==> src/inc/serial_port_pkg.sv <==
/*
  constants, field positions and state types for the asynchronous serial port.
  assumes a 32-bit apb register bus and one system clock.
*/
package serial_port_pkg;

   // ------------------------------------------------------------------
   // register map
   // ------------------------------------------------------------------
   localparam logic [7:0] CTRL_OFFSET  = 8'h00;
   localparam logic [7:0] DATA_OFFSET  = 8'h04;
   localparam logic [7:0] TIMER_OFFSET = 8'h08;

   // serial_control_reg fields
   localparam int FRAME_SEL_BIT = 7;
   localparam int UNUSED_BIT    = 6;
   localparam int MPROC_BIT     = 5;
   localparam int RX_EN_BIT     = 4;
   localparam int TX_NINTH_BIT  = 3;
   localparam int RX_NINTH_BIT  = 2;
   localparam int TX_DONE_BIT   = 1;
   localparam int RX_DONE_BIT   = 0;
   localparam logic [7:0] CTRL_RESET = 8'h40;

   // timer register fields
   localparam int TMR_RUN_BIT = 8;
   localparam int IRQ_EN_BIT  = 9;
   localparam logic [7:0] RELOAD_RESET = 8'h00;
   localparam logic [7:0] TIMER_TOP    = 8'hff;

   // frame shape
   localparam logic [3:0] BITS_8BIT  = 4'h9;
   localparam logic [3:0] BITS_9BIT  = 4'ha;
   localparam logic [3:0] DATA_BITS  = 4'h8;
   localparam logic [3:0] STOP_8BIT  = 4'h9;
   localparam logic [3:0] STOP_9BIT  = 4'ha;

   typedef enum logic [1:0] {
      TX_IDLE = 2'b01,
      TX_SEND = 2'b10
   } tx_state_type;

   typedef enum logic [1:0] {
      RX_IDLE = 2'b01,
      RX_BITS = 2'b10
   } rx_state_type;

   typedef struct packed {
      logic [31:0] prdata;
      logic        pready;
      logic        pslverr;
   } apb_resp_type;

endpackage

==> src/async_serial_port.sv <==
/*
  full-duplex 8/9-bit asynchronous serial port with apb register access.
  assumes: apb master on sys_clk_i, serial input from another clock domain,
  timer clocked from the core clock whenever its run bit is set.
  limitations a user must know:
  - a data write while the transmitter is busy is dropped without a flag.
  - an overrunning frame is dropped; the buffer keeps the older byte.
  - the bit period is 2*(256-reload) enabled clocks; reload must leave the
    receiver at least a few clocks between its half-bit ticks.
  - ce_i low freezes every register, the apb answer included.
*/
// The implementer's own choices: the APB interface to the registers and the register addresses.
`timescale 1ns/1ps
module async_serial_port (
   input  wire logic        sys_clk_i,
   input  wire logic        rst_i,
   input  wire logic        ce_i,
   input  wire logic        psel_i,
   input  wire logic        penable_i,
   input  wire logic        pwrite_i,
   input  wire logic [7:0]  paddr_i,
   input  wire logic [31:0] pwdata_i,
   output logic      [31:0] prdata_o,
   output logic             pready_o,
   output logic             pslverr_o,
   input  wire logic        serial_in_pin_i,
   output logic             serial_out_pin_o,
   output logic             irq_o
);

   // ------------------------------------------------------------------
   // state
   // ------------------------------------------------------------------
   // apb      : registered answer, so every bus output is a flip-flop
   // ctrl     : serial_control_reg, flags included
   // reload   : timer_reload_value shared by both baud timers
   // tx_tmr   : timer_low_counter, drives the transmit bit clock
   // rx_tmr   : hidden receive copy, realigned at a start edge seen while idle with the receiver enabled
   // tx_div   : halves the transmit overflow stream
   // rx_div   : halves the receive stream, phase set for mid-bit ticks
   // tx_sh    : frame being sent, start bit in bit 0
   // rx_sync  : two synchroniser stages plus one edge-detect stage
   // rx_sh    : samples gathered so far, newest at the top
   // rx_buf   : buffered byte that software reads
   typedef struct packed {
      serial_port_pkg::apb_resp_type apb;
      logic [7:0]                    ctrl;
      logic [7:0]                    reload;
      logic                          tmr_run;
      logic                          irq_en;
      logic                          irq;
      logic [7:0]                    tx_tmr;
      logic                          tx_div;
      logic [7:0]                    rx_tmr;
      logic                          rx_div;
      serial_port_pkg::tx_state_type tx_st;
      logic [10:0]                   tx_sh;
      logic [3:0]                    tx_cnt;
      logic                          tx_pin;
      logic [2:0]                    rx_sync;
      serial_port_pkg::rx_state_type rx_st;
      logic [9:0]                    rx_sh;
      logic [3:0]                    rx_cnt;
      logic [7:0]                    rx_buf;
   } state_type;

   state_type q;
   state_type d;

   logic acc;
   logic wr;
   logic hit_ctrl;
   logic hit_data;
   logic hit_tmr;
   logic tx_ovf;
   logic rx_ovf;
   logic tx_tick;
   logic rx_tick;
   logic start_edge;
   logic rx_line;
   logic nine;
   logic stop_bit;
   logic ninth_in;
   logic accept;
   logic [3:0] tx_last;
   logic [3:0] rx_last;

   // ------------------------------------------------------------------
   // next state
   // ------------------------------------------------------------------
   always_comb begin
      d = q;
      acc = psel_i & penable_i & q.apb.pready;
      wr = acc & pwrite_i;
      hit_ctrl = (paddr_i == serial_port_pkg::CTRL_OFFSET);
      hit_data = (paddr_i == serial_port_pkg::DATA_OFFSET);
      hit_tmr = (paddr_i == serial_port_pkg::TIMER_OFFSET);
      nine = q.ctrl[serial_port_pkg::FRAME_SEL_BIT];
      rx_line = q.rx_sync[1];
      stop_bit = 1'b0;
      ninth_in = 1'b0;
      accept = 1'b0;
      tx_last = serial_port_pkg::BITS_8BIT;
      rx_last = serial_port_pkg::STOP_8BIT;

      // ------------------------------------------------------------------
      // apb slave
      // ------------------------------------------------------------------
      // answer one cycle after setup; read data is captured at setup so
      // it stands unchanged through the access phase
      d.apb.pready = 1'b0;
      if (psel_i & ~penable_i) begin
         d.apb.pready = 1'b1;
         d.apb.pslverr = ~(hit_ctrl | hit_data | hit_tmr);
         d.apb.prdata = 32'h0000_0000;
         if (hit_ctrl) begin
            d.apb.prdata[7:0] = q.ctrl;
            d.apb.prdata[serial_port_pkg::UNUSED_BIT] = 1'b1;
         end
         if (hit_data) begin
            d.apb.prdata[7:0] = q.rx_buf;
         end
         if (hit_tmr) begin
            d.apb.prdata[7:0] = q.reload;
            d.apb.prdata[serial_port_pkg::TMR_RUN_BIT] = q.tmr_run;
            d.apb.prdata[serial_port_pkg::IRQ_EN_BIT] = q.irq_en;
         end
      end else if (acc) begin
         d.apb.pslverr = 1'b0;
      end

      // ------------------------------------------------------------------
      // register writes
      // ------------------------------------------------------------------
      // software writes every control bit; hardware flag sets further
      // down overwrite d.ctrl, so a set in the same cycle wins
      if (wr & hit_ctrl) begin
         d.ctrl = pwdata_i[7:0];
      end
      if (wr & hit_tmr) begin
         d.reload = pwdata_i[7:0];
         d.tmr_run = pwdata_i[serial_port_pkg::TMR_RUN_BIT];
         d.irq_en = pwdata_i[serial_port_pkg::IRQ_EN_BIT];
      end

      // ------------------------------------------------------------------
      // baud timers
      // ------------------------------------------------------------------
      // 8-bit auto-reload, overflow halved; the receive divider ticks on
      // its first overflow after a realign, half a bit after the start edge
      tx_ovf = q.tmr_run & (q.tx_tmr == serial_port_pkg::TIMER_TOP);
      rx_ovf = q.tmr_run & (q.rx_tmr == serial_port_pkg::TIMER_TOP);
      tx_tick = tx_ovf & q.tx_div;
      rx_tick = rx_ovf & ~q.rx_div;
      if (q.tmr_run) begin
         d.tx_tmr = tx_ovf ? q.reload : q.tx_tmr + 8'h01;
         d.rx_tmr = rx_ovf ? q.reload : q.rx_tmr + 8'h01;
      end
      if (tx_ovf) begin
         d.tx_div = ~q.tx_div;
      end
      if (rx_ovf) begin
         d.rx_div = ~q.rx_div;
      end

      // ------------------------------------------------------------------
      // transmitter
      // ------------------------------------------------------------------
      // tx_sh holds start, data, ninth and stop from bit 0 upward; each
      // tick puts bit 0 on the pin, so count n shows frame bit n
      case (q.tx_st)
         serial_port_pkg::TX_IDLE: begin
            d.tx_pin = 1'b1;
            if (wr & hit_data) begin
               d.tx_sh = {1'b1, q.ctrl[serial_port_pkg::TX_NINTH_BIT], pwdata_i[7:0], 1'b0};
               if (!nine) begin
                  d.tx_sh[9] = 1'b1;
               end
               d.tx_cnt = 4'h0;
               d.tx_st = serial_port_pkg::TX_SEND;
            end
         end
         serial_port_pkg::TX_SEND: begin
            if (tx_tick) begin
               tx_last = nine ? serial_port_pkg::BITS_9BIT
                              : serial_port_pkg::BITS_8BIT;
               d.tx_pin = q.tx_sh[0];
               d.tx_sh = {1'b1, q.tx_sh[10:1]};
               d.tx_cnt = q.tx_cnt + 4'h1;
               if (q.tx_cnt == tx_last) begin
                  d.ctrl[serial_port_pkg::TX_DONE_BIT] = 1'b1;
               end
               if (q.tx_cnt > tx_last) begin
                  d.tx_st = serial_port_pkg::TX_IDLE;
               end
            end
         end
         default: begin
            d.tx_st = serial_port_pkg::TX_IDLE;
            d.tx_pin = 1'b1;
         end
      endcase

      // ------------------------------------------------------------------
      // receiver
      // ------------------------------------------------------------------
      // sample 0 is the start bit; at the stop sample rx_sh holds every
      // earlier sample, start bit lowest, so the data sit just above it
      d.rx_sync = {q.rx_sync[1:0], serial_in_pin_i};
      start_edge = q.rx_sync[2] & ~rx_line;
      rx_last = nine ? serial_port_pkg::STOP_9BIT : serial_port_pkg::STOP_8BIT;
      case (q.rx_st)
         serial_port_pkg::RX_IDLE: begin
            if (start_edge & q.ctrl[serial_port_pkg::RX_EN_BIT]) begin
               d.rx_tmr = q.reload;
               d.rx_div = 1'b0;
               d.rx_cnt = 4'h0;
               d.rx_st = serial_port_pkg::RX_BITS;
            end
         end
         serial_port_pkg::RX_BITS: begin
            if (!q.ctrl[serial_port_pkg::RX_EN_BIT]) begin
               d.rx_st = serial_port_pkg::RX_IDLE;
            end else if (rx_tick) begin
               d.rx_cnt = q.rx_cnt + 4'h1;
               d.rx_sh = {rx_line, q.rx_sh[9:1]};
               if ((q.rx_cnt == 4'h0) & rx_line) begin
                  d.rx_st = serial_port_pkg::RX_IDLE;
               end else if (q.rx_cnt == rx_last) begin
                  d.rx_st = serial_port_pkg::RX_IDLE;
                  stop_bit = rx_line;
                  ninth_in = q.rx_sh[9];
                  if (nine) begin
                     accept = ~q.ctrl[serial_port_pkg::RX_DONE_BIT] &
                        (~q.ctrl[serial_port_pkg::MPROC_BIT] | ninth_in);
                  end else begin
                     accept = ~q.ctrl[serial_port_pkg::RX_DONE_BIT] &
                        (~q.ctrl[serial_port_pkg::MPROC_BIT] | stop_bit);
                  end
                  if (accept) begin
                     d.rx_buf = nine ? q.rx_sh[8:1] : q.rx_sh[9:2];
                     d.ctrl[serial_port_pkg::RX_NINTH_BIT] = nine ? ninth_in : stop_bit;
                     d.ctrl[serial_port_pkg::RX_DONE_BIT] = 1'b1;
                  end
               end
            end
         end
         default: begin
            d.rx_st = serial_port_pkg::RX_IDLE;
         end
      endcase

      // ------------------------------------------------------------------
      // interrupt
      // ------------------------------------------------------------------
      // level of enabled flags, flags cleared by software only
      d.irq = q.irq_en & (d.ctrl[serial_port_pkg::TX_DONE_BIT] |
                          d.ctrl[serial_port_pkg::RX_DONE_BIT]);
   end

   // ------------------------------------------------------------------
   // registers
   // ------------------------------------------------------------------
   always_ff @(posedge sys_clk_i) begin
      if (rst_i) begin
         q.apb <= '0;
         q.ctrl <= serial_port_pkg::CTRL_RESET;
         q.reload <= serial_port_pkg::RELOAD_RESET;
         q.tmr_run <= 1'b0;
         q.irq_en <= 1'b0;
         q.irq <= 1'b0;
         q.tx_tmr <= serial_port_pkg::RELOAD_RESET;
         q.tx_div <= 1'b0;
         q.rx_tmr <= serial_port_pkg::RELOAD_RESET;
         q.rx_div <= 1'b0;
         q.tx_st <= serial_port_pkg::TX_IDLE;
         q.tx_sh <= '1;
         q.tx_cnt <= 4'h0;
         q.tx_pin <= 1'b1;
         q.rx_sync <= 3'h7;
         q.rx_st <= serial_port_pkg::RX_IDLE;
         q.rx_sh <= '0;
         q.rx_cnt <= 4'h0;
         q.rx_buf <= 8'h00;
      end else if (ce_i) begin
         q <= d;
      end
   end

   assign prdata_o = q.apb.prdata;
   assign pready_o = q.apb.pready;
   assign pslverr_o = q.apb.pslverr;
   assign serial_out_pin_o = q.tx_pin;
   assign irq_o = q.irq;

endmodule

==> config.mk <==
export PLATFORM = sky130hd
export DESIGN_NAME = async_serial_port
export DESIGN_NICKNAME = d
export VERILOG_FILES = /design/src/inc/serial_port_pkg.sv /design/src/async_serial_port.sv
export SDC_FILE = /design/constraint.sdc
export NUM_CORES = 1
export LEC_CHECK = 0
export ABC_AREA = 1
export BUFFER_PORTS_ARGS = -buffer_cell sky130_fd_sc_hd__clkbuf_2
export CAP_MARGIN = 20
export CORE_MARGIN = 2
export CORE_UTILIZATION = 51
export DETAILED_ROUTE_END_ITERATION = 10
export PLACE_DENSITY = 0.76
export RECOVER_POWER = 50
export SLEW_MARGIN = 20
export SYNTH_ARGS = -nofsm -noshare
export SYNTH_HDL_FRONTEND = slang
export SYNTH_SLANG_ARGS = --single-unit
==> constraint.sdc <==
create_clock -name sys_clk_i -period 2 [get_ports sys_clk_i]
set_input_delay 0 -clock sys_clk_i [delete_from_list [all_inputs] [get_ports sys_clk_i]]
set_output_delay 0 -clock sys_clk_i [all_outputs]
set_load 0.02 [all_outputs]
==> flow_summary_export.csv, run 1 <==
group,metric,value,unit
critical_path,cp_max_fo,16,
min_path,hold_start,"paddr_i[3]",
timing,setup_viol,0,
timing,slew_headroom,0.360,
detailed_routing,top_layer,"met4",
detailed_routing,wl_met3,788,um
detailed_routing,firstDrtPassIters,6,
grt,grt_pass1_vias,4252,
layout,n_antenna_cell,0,
critical_path,critical_path_class,"reg -> reg",
critical_path,cp_data_arrival_time,2.16,ns
synth,synthMuxAreaShare,0,
timing,slew_viol_final,0,
power_and_ir_drop,peakVddDrop,0.351,mV
floorplanning,fp-row-count,35,
cts,root_buffer,"clkbuf_8",
synth,synthesis.instances,675,
critical_path,cp_slowest_stage_delay,0.37,ns
run,maxCapViolCount,0,
timing,period_needed,1.94,ns
critical_path,cp_data_required_time,2.23,ns
placed_design,portBuffers,38,
critical_path,path_cells,"ha_4, inv_2, nor2_4, nand4_4, nor2_4, ha_4, nand2_1, inv_1, nand2_1, nor2_2, nand3_4, buf_12, nor2_1, a211oi_1",
grt,antenna_found_initial,0,
critical_path,endpoint_kind,"flip-flop",
floorplanning,die_x,101,um
synth,ys_warn_count,0,
critical_path,r2r_end,"q[5]",
detailed_routing,drt_iter0_drc,310,
critical_path,r2r_cells,14,
floorplanning,coreArea,9200,um2
min_path,hold_path.class,"in -> reg",
power_and_ir_drop,power_density,662,nW/um2
placed_design,dp_cells,808,
grt,grt.overflow.total,0,
synth,seq_area_frac_synth,0.378,
critical_path,critPathSlowestCell,"dfxtp_2",
cts,clock_latency,0.37,ns
timing,rsz0062_at_grt,"true",
synth,syn_area,4820,um2
layout,multi_input_area,2470,um2
grt,grt_usage,0.230,
critical_path,start_kind,"flip-flop",
floorplanning,die_h,101,um
layout,final_common_cell,"nand2_1",
layout,area_delta_synth_final,14.2,%
cts,cts_sinks,91,
cts,cts_max_path_buffers,2,
detailed_routing,antenna_left,0,
floorplanning,start_util,0.524,
outcome,status,"finished, final reports clean",
timing,max_freq,516,MHz
min_path,min_path_cells,4,
timing,finClkSkew,0.0162,ns
floorplanning,die_area,10200,um2
timing,timing_hold_violations_final,0,
layout,fill_cells,848,
detailed_routing,wl_per_cell,14.2,um
synth,synth_cell_types,42,
layout,regArea,1820,um2
synth,ys_ff_latch,91,
layout,final_cell_mix,"nand2_1, dfxtp_1, a21oi_1, inv_1, o21ai_0",
critical_path,r2r-start,"q[47]",
detailed_routing,drc,0,
detailed_routing,vias,4572,
layout,nets,781,
grt,grt_max_degree,47,
timing,tightest_slew,0.959,ns
synth,synth-simple-area-share,0.257,
detailed_routing,finalWirelength,11900,um
synth,synth-xor-area-share,0.00727,
synth,avgSynthCellArea,7.14,um2
placed_design,hpwlAfterDp,8230,um
cts,clk_pin_slew,0.09,ns
min_path,holdPathEnd,"prdata_o[6]",
placed_design,routabilityCongestion,0.832,
cts,h-tree-depth,3,
cts,cts_buffers,9,
power_and_ir_drop,power.leakage,2.29,nW
detailed_routing,drt-vias-per-instance,5.43,
floorplanning,num_io_pins,83,
detailed_routing,wl_met2,5680,um
layout,drive_gt1_frac,0.157,
synth,synth-compound-area-share,0.190,
detailed_routing,wl_met1,5270,um
timing,period_share,0.970,
synth,synth_top_family_by_area,"simple AND/OR/NAND/NOR gates",
timing,hold-worst-slack,0.0672,ns
grt,grt_first_pass_wirelength,19000,um
cts,cts_tree,"yes",
layout,stdcell_count,842,
critical_path,reg2reg_setup_slack,0.06,ns
synth,synth_fa_ha_area_frac,0.0208,
-- area by class of cell --
type / instances / area share
clock buffers: 10 / 0.0232
clock inverters: 6 / 0.0207
inverters: 81 / 0.0561
multi-input cells: 465 / 0.448
flip-flops and latches: 91 / 0.331
well taps: 111 / 0.0252
repair buffers: 78 / 0.0952
-- Yosys cell counts (all sizes together) --
| cell | count | area, um2 |
|---|---|---|
| o22ai | 1 | 6.26 |
| o211ai | 3 | 22.5 |
| buf | 49 | 362 |
| a31oi | 11 | 68.8 |
| a21oi | 72 | 360 |
| nor3b | 1 | 7.51 |
| o21ai | 65 | 340 |
| nand3b | 3 | 22.5 |
| xnor2 | 1 | 8.76 |
| nor2 | 52 | 249 |
| inv | 79 | 302 |
| conb | 1 | 3.75 |
| clkbuf | 10 | 37.5 |
| o211a | 1 | 10.0 |
| nand2 | 142 | 546 |
| nand4 | 15 | 100 |
| o21a | 1 | 7.51 |
| xor2 | 3 | 26.3 |
| a211oi | 10 | 90.1 |
| clkinv | 2 | 7.51 |
| dfxtp | 91 | 1820 |
| nand3 | 50 | 293 |
| nor3 | 3 | 20.0 |
| o221ai | 1 | 8.76 |
| ha | 8 | 100 |
-- power breakdown --
group	leakage [nW]	switching, mW	internal (mW)	total [mW]
sequential	0.737	0.0175	1.83	1.85
combinational	1.44	0.187	0.0914	0.278
clock	0.113	0.681	0.833	1.51
total	2.29	0.886	2.76	3.64
-- through the flow --
stage	TNS, ns	power [mW]	utilization	setup slack (ns)	instance area [um2]
floorplan	0	2.10	-	0.0258	4900
global placement	0	2.13	0.546	0.0191	5020
detailed placement	-0.453	2.14	0.546	-0.0508	5020
CTS	0	3.64	0.587	0.0128	5400
global route	-0.224	3.76	0.599	-0.0390	5510
finish	0	3.64	0.599	0.0606	5510
-- critical path, delay by kind of cell, from the launching register on --
kind,cells,cell delay (ns)
AO/OA/AOI/OAI,1,0.05
AND/OR/NAND/NOR,8,0.82
adder cells (fa/ha/maj),2,0.30
flip-flops,1,0.37
buffers and inverters,3,0.25
-- worst max-delay path by stage --
stage,from,end,cells past startpoint
after floorplan,q[46],q[18],13
after global placement,q[46],q[11],14
after detailed placement,q[47],q[15],13
after CTS,q[46],q[6],14
after global routing,q[47],q[5],14
final,q[47],q[5],14
-- logic make-up (layout without fill, tap and decap cells) --
family / Yosys count / in the layout
compound gates: 165 / 165
xor+xnor: 4 / 4
fa+ha+maj: 8 / 8
buf+inv: 140 / 175
flops: 91 / 91
other cells: 1 / 22
simple gates: 266 / 266
-- what timing repair did --
action | CTS | global route
endpoints found under the setup margin | 20 | 29
pin swaps | 2 | 9
hold endpoints to repair | 18 | 0
hold buffers | 11 | 0
resized for setup | 7 | 26
buffers inserted | 0 | 7
-- layer usage --
metal	up-vias	track usage
li1	2271	-
met4	0	0.0561
met5	-	0
met1	2116	0.294
met2	163	0.397
met3	22	0.0504
-- sequential cells by signal (all words and copies together), names as in the netlist --
signal / flops
q: 74
serial_out_pin_o: 1
d: 2
irq_o: 1
prdata_o: 10
pready_o: 1
nine: 1
pslverr_o: 1
Note: power is estimated with default switching activity, not from simulation.
==> inputs of run 2 (changes only) <==
- CORE_UTILIZATION: 51 -> 40
- PLACE_DENSITY: 0.76 -> default
- clock period: 2 -> 2.4 ns (I/O delays scaled with it)
==> run 2 against run 1 <==
  * Flip-flop and latch count is the same
  * Die area grew 26%
  * Clock-buffer cell count grew 2
  * Wire length shrank 0.66%
  * Worst setup slack gained 0.21 ns
  * Total power shrank 8.7%
  * Non-clock buffer count shrank 20
  * Combinational power shrank 24%
  * Final area shrank 2.5%
  * Global-route usage shrank 3.6 points
  * Register-to-register slack gained 0.21 ns
  * Core utilization shrank 15 points
  * Critical path type unchanged
  * Critical endpoint is now q[6]
  * Highest routed layer unchanged
==> flow_summary_export.csv, run 2 (synthesized netlist as in run 1, its figures left out) <==
group,metric,value,unit
min_path,holdPathEnd,"prdata_o[6]",
timing,setup_slack,0.270,ns
min_path,min_path_cells,4,
layout,n_antenna_cell,0,
grt,grt_first_pass_wirelength,19900,um
critical_path,cp_slowest_stage_delay,0.39,ns
placed_design,place_area,4950,um2
layout,regMostFlops,"q",
cts,clk_pin_slew,0.06,ns
timing,slew_headroom,0.625,
timing,slew_viol_final,0,
layout,nets,761,
timing,setup_viol,0,
critical_path,r2r_cells,13,
timing,tns,0,ns
outcome,status,"finished, final reports clean",
critical_path,cp_data_arrival_time,2.39,ns
grt,antenna_found_initial,0,
floorplanning,die_h,114,um
timing,timing_hold_violations_final,0,
critical_path,critical_path_class,"reg -> reg",
critical_path,cp_max_fo,16,
grt,met3_usage,0.0441,
power_and_ir_drop,power,3.33,mW
floorplanning,die_area,12900,um2
power_and_ir_drop,peakVddDrop,0.337,mV
run,maxCapViolCount,0,
floorplanning,fp-row-count,40,
critical_path,start_kind,"flip-flop",
placed_design,hpwlAfterDp,8280,um
detailed_routing,wl_per_cell,13.8,um
grt,top_usage_layer,"met2",
cts,clock_latency,0.35,ns
critical_path,reg2reg_setup_slack,0.27,ns
detailed_routing,finalWirelength,11800,um
detailed_routing,antenna_left,0,
min_path,hold_start,"paddr_i[3]",
power_and_ir_drop,power_density,620,nW/um2
critical_path,path_cells,"ha_1, inv_1, nor2_4, nand4_4, nor2_4, ha_1, nand2_1, inv_1, nand2_1, nor2_4, nand3_4, buf_12, a211oi_1",
timing,finClkSkew,0.00636,ns
layout,final_cell_mix,"nand2_1, dfxtp_1, inv_1, a21oi_1, o21ai_0",
min_path,hold_path.class,"in -> reg",
critical_path,critPathSlowestCell,"dfxtp_1",
cts,cts_max_path_buffers,2,
grt,grt.overflow.total,0,
cts,post_cts_buffers,0,
layout,largest_register_ffs,74,
detailed_routing,vias,4339,
timing,period_needed,2.13,ns
layout,stdcell_count,858,
layout,area_delta_synth_final,11.4,%
timing,period_share,0.888,
layout,fill_cells,1258,
grt,use_met1,0.263,
cts,h-tree-depth,3,
layout,fin_util,0.451,
detailed_routing,drt_iter0_drc,243,
grt,grt_pass1_vias,4101,
detailed_routing,drc,0,
timing,max_freq,469,MHz
timing,rsz0062_at_grt,"false",
layout,final_common_cell,"nand2_1",
cts,cts_sinks,91,
layout,design_area,5370,um2
timing,hold-worst-slack,0.0937,ns
grt,use_met2,0.307,
critical_path,r2r-start,"q[46]",
grt,grt_usage,0.195,
floorplanning,die_x,114,um
floorplanning,start_util,0.405,
placed_design,pre_cts_ws,0.109,ns
grt,grt_max_degree,47,
critical_path,r2r_end,"q[6]",
critical_path,critical_path.most_common_cell,"nor2_4",
cts,cts_tree,"yes",
detailed_routing,drt-vias-per-instance,5.06,
placed_design,routabilityCongestion,0.843,
detailed_routing,firstDrtPassIters,5,
critical_path,endpoint_kind,"flip-flop",
placed_design,portBuffers,38,
placed_design,dp_cells,831,
timing,tightest_slew,0.561,ns
floorplanning,num_io_pins,83,
layout,drive_gt1_frac,0.103,
cts,root_buffer,"clkbuf_16",
floorplanning,coreArea,11900,um2
cts,cts_buffers,9,
critical_path,cp_data_required_time,2.65,ns
power_and_ir_drop,power.leakage,2.23,nW
-- run 2: cell count changes in the layout (fill, tap and decap cells not counted), sizes merged --
cell and change:
buf -19, bufinv -1, clkbuf +1, clkinvlp -1
-- run 2: critical path: cells and delay by family, from the launching register on --
family | cells | cell delay (ns)
AO/OA/AOI/OAI | 1 | 0.22
adder cells (fa/ha/maj) | 2 | 0.37
buffers and inverters | 3 | 0.30
flip-flops | 1 | 0.39
AND/OR/NAND/NOR | 7 | 0.76
-- run 2: repair_timing --
| item | in CTS | in global routing |
|---|---|---|
| endpoints found under the setup margin | 0 | 24 |
| endpoints found under the hold margin | 21 | 0 |
| gates resized for setup | 0 | 8 |
| hold buffers | 11 | 0 |
-- run 2: final cells by class --
class / instances / area, um2 / area share
Clock buffer: 12 / 256 / 0.0478
Clock inverter: 4 / 72.6 / 0.0135
Inverter: 81 / 309 / 0.0576
Multi-Input combinational cell: 465 / 2360 / 0.439
Sequential cell: 91 / 1820 / 0.339
Tap cell: 147 / 184 / 0.0343
Timing Repair Buffer: 58 / 367 / 0.0683
-- run 2: power by group --
| part | total, mW | switching [mW] | internal (mW) |
|---|---|---|---|
| registers | 1.55 | 0.0158 | 1.53 |
| logic | 0.211 | 0.147 | 0.0633 |
| clock network | 1.57 | 0.602 | 0.968 |
-- run 2: layer usage --
layer / part of all wire / up-vias
met5: 0 / -
met4: 0.021 / 0
met3: 0.050 / 16
met2: 0.45 / 112
met1: 0.48 / 1977
li1: - / 2234
-- run 2: how the worst max path moves through the flow --
| stage | start | to | slack (ns) |
|---|---|---|---|
| finish | q[46] | q[6] | 0.27 |
| global route | q[46] | q[17] | 0.008 |
| CTS | q[46] | q[6] | 0.08 |
| detailed placement | q[46] | q[6] | 0.11 |
| global placement | q[46] | q[3] | 0.17 |
| floorplan | q[46] | q[6] | 0.37 |
==> inputs of run 3 (changes only) <==
--- a/config.mk
+++ b/config.mk
@@ -12,4 +12,5 @@
 export CORE_UTILIZATION = 40
 export DETAILED_ROUTE_END_ITERATION = 10
+export PLACE_DENSITY_LB_ADDON = 0.05
 export RECOVER_POWER = 50
 export SLEW_MARGIN = 20
==> constraint.sdc (replaced) <==
create_clock -name sys_clk_i -period 2.4 [get_ports sys_clk_i]
set_input_delay 0.48 -clock sys_clk_i [delete_from_list [all_inputs] [get_ports sys_clk_i]]
set_output_delay 0.48 -clock sys_clk_i [all_outputs]
set_load 0.02 [all_outputs]
==> run 3 against run 2 <==
  * Combinational power shrank 3%
  * Clock-buffer cell count shrank 1
  * Wire length grew 3.4%
  * Via count shrank 0.35%
  * Worst setup slack lost 0.037 ns
==> flow_summary_export.csv, run 3 (synthesized netlist as in run 1, its figures left out) <==
group,metric,value,unit
power_and_ir_drop,peakVddDrop,0.306,mV
timing,tightest_slew,0.714,ns
critical_path,cp_slowest_stage_delay,0.53,ns
power_and_ir_drop,power,3.21,mW
critical_path,cp_data_required_time,2.63,ns
detailed_routing,wl_per_cell,14.4,um
cts,cts_max_path_buffers,2,
detailed_routing,drc,0,
timing,setup_viol,0,
run,maxCapViolCount,0,
layout,n_antenna_cell,0,
timing,tns,0,ns
grt,grt_pass1_vias,4008,
layout,stdcell_count,851,
min_path,min_path_cells,3,
placed_design,routabilityCongestion,0.841,
timing,finClkSkew,0.00764,ns
detailed_routing,drt_iter0_drc,249,
critical_path,cp-endpoint,"prdata_o[7]",
critical_path,critical_path.most_common_cell,"inv_1",
grt,grt_usage,0.199,
critical_path,path_cells,"clkbuf_1, inv_1, nor3_1, inv_1, a21oi_1, a31oi_1",
detailed_routing,vias,4324,
layout,largest_register_ffs,74,
layout,fin_util,0.442,
cts,post_cts_buffers,0,
layout,final_common_cell,"nand2_1",
critical_path,start_kind,"input port",
grt,grt_max_degree,47,
cts,cts_sinks,91,
critical_path,cp_num_cells,6,
min_path,hold_path.class,"in -> reg",
layout,final_cell_mix,"nand2_1, dfxtp_1, inv_1, a21oi_1, o21ai_0",
timing,max_freq,461,MHz
detailed_routing,firstDrtPassIters,5,
timing,slew_viol_final,0,
placed_design,portBuffers,38,
critical_path,path_buf_inv,3,
critical_path,reg2reg_setup_slack,0.27,ns
timing,period_share,0.903,
critical_path,r2r_cells,14,
grt,antenna_found_initial,0,
critical_path,startpoint,"ce_i",
critical_path,critPathSlowestCell,"clkbuf_1",
power_and_ir_drop,power.leakage,2.19,nW
cts,clock_latency,0.35,ns
placed_design,pre_cts_ws,0.272,ns
timing,rsz0062_at_grt,"false",
placed_design,dp_cells,836,
cts,cts_tree,"yes",
detailed_routing,finalWirelength,12200,um
floorplanning,start_util,0.405,
critical_path,r2r_end,"q[0]",
cts,clk_pin_slew,0.06,ns
placed_design,hpwlAfterDp,8610,um
floorplanning,die_x,114,um
critical_path,r2r-start,"q[47]",
floorplanning,fp-row-count,40,
layout,area_delta_synth_final,9.29,%
critical_path,critical_path_class,"in -> reg",
critical_path,cp_top_family,"buffers and inverters",
cts,h-tree-depth,3,
grt,grt_first_pass_wirelength,20400,um
outcome,status,"finished, final reports clean",
power_and_ir_drop,power_density,610,nW/um2
timing,timing_hold_violations_final,0,
detailed_routing,drt-vias-per-instance,5.08,
floorplanning,num_io_pins,83,
cts,cts_buffers,9,
critical_path,cp_data_arrival_time,2.40,ns
timing,slew_headroom,0.524,
floorplanning,coreArea,11900,um2
cts,root_buffer,"clkbuf_16",
floorplanning,die_area,12900,um2
detailed_routing,antenna_left,0,
placed_design,place_area,5000,um2
cts,post_cts_resized,0,
layout,drive_gt1_frac,0.111,
layout,regMostFlops,"q",
timing,hold-worst-slack,0.351,ns
timing,setup_slack,0.232,ns
critical_path,cp_max_fo,11,
cts,post_cts_hold_buffer_count,0,
critical_path,endpoint_kind,"flip-flop",
layout,design_area,5270,um2
timing,period_needed,2.17,ns
layout,nets,755,
grt,grt.overflow.total,0,
floorplanning,die_h,114,um
[run 3: changes by cell type in the layout (fill, tap and decap cells not counted), moves of 2 or more]
cell	previous run	this run
dlygate4sd3_1	11	0
buf_4	7	10
nor2_2	1	4
nor2_4	6	4
[run 3: layer usage]
layer	share of wire	up-vias	wire, um	global-route usage
li1	-	2232	-	-
met1	0.51	1987	6190	0.284
met2	0.43	90	5320	0.297
met3	0.042	15	517	0.0351
met4	0.018	0	215	0.0837
met5	0	-	0	0
[run 3: final cells by class]
cell class / instances / area (um2)
clock inverters: 4 / 50.0
clock buffers: 11 / 253
multi-input cells: 465 / 2350
well taps: 147 / 184
fillers: 1255 / 6640
repair buffers: 52 / 297
flip-flops and latches: 91 / 1820
inverters: 81 / 309
[run 3: power breakdown]
group	total, mW	internal (mW)	leakage, nW	switching, mW
Sequential	1.54	1.53	0.736	0.0140
Combinational	0.205	0.0563	1.31	0.149
Clock	1.46	0.857	0.144	0.606
[run 3: worst min-delay path by stage]
| stage | startpoint | to | slack (ns) |
|---|---|---|---|
| 6_report | serial_in_pin_i | d[25] | 0.35 |
| 5_1_grt | serial_in_pin_i | d[25] | 0.35 |
| 4_1_cts | serial_in_pin_i | d[25] | 0.34 |
| 3_5_place_dp | q[32] | q[32] | 0.44 |
| 3_3_place_gp | q[32] | q[32] | 0.43 |
| 2_1_floorplan | q[32] | q[32] | 0.42 |
[run 3: worst min-delay path: cells and delay by family]
| family | cells | cell delay, ns |
|---|---|---|
| buffers and inverters | 1 | 0.08 |
| AND/OR/NAND/NOR | 2 | 0.11 |
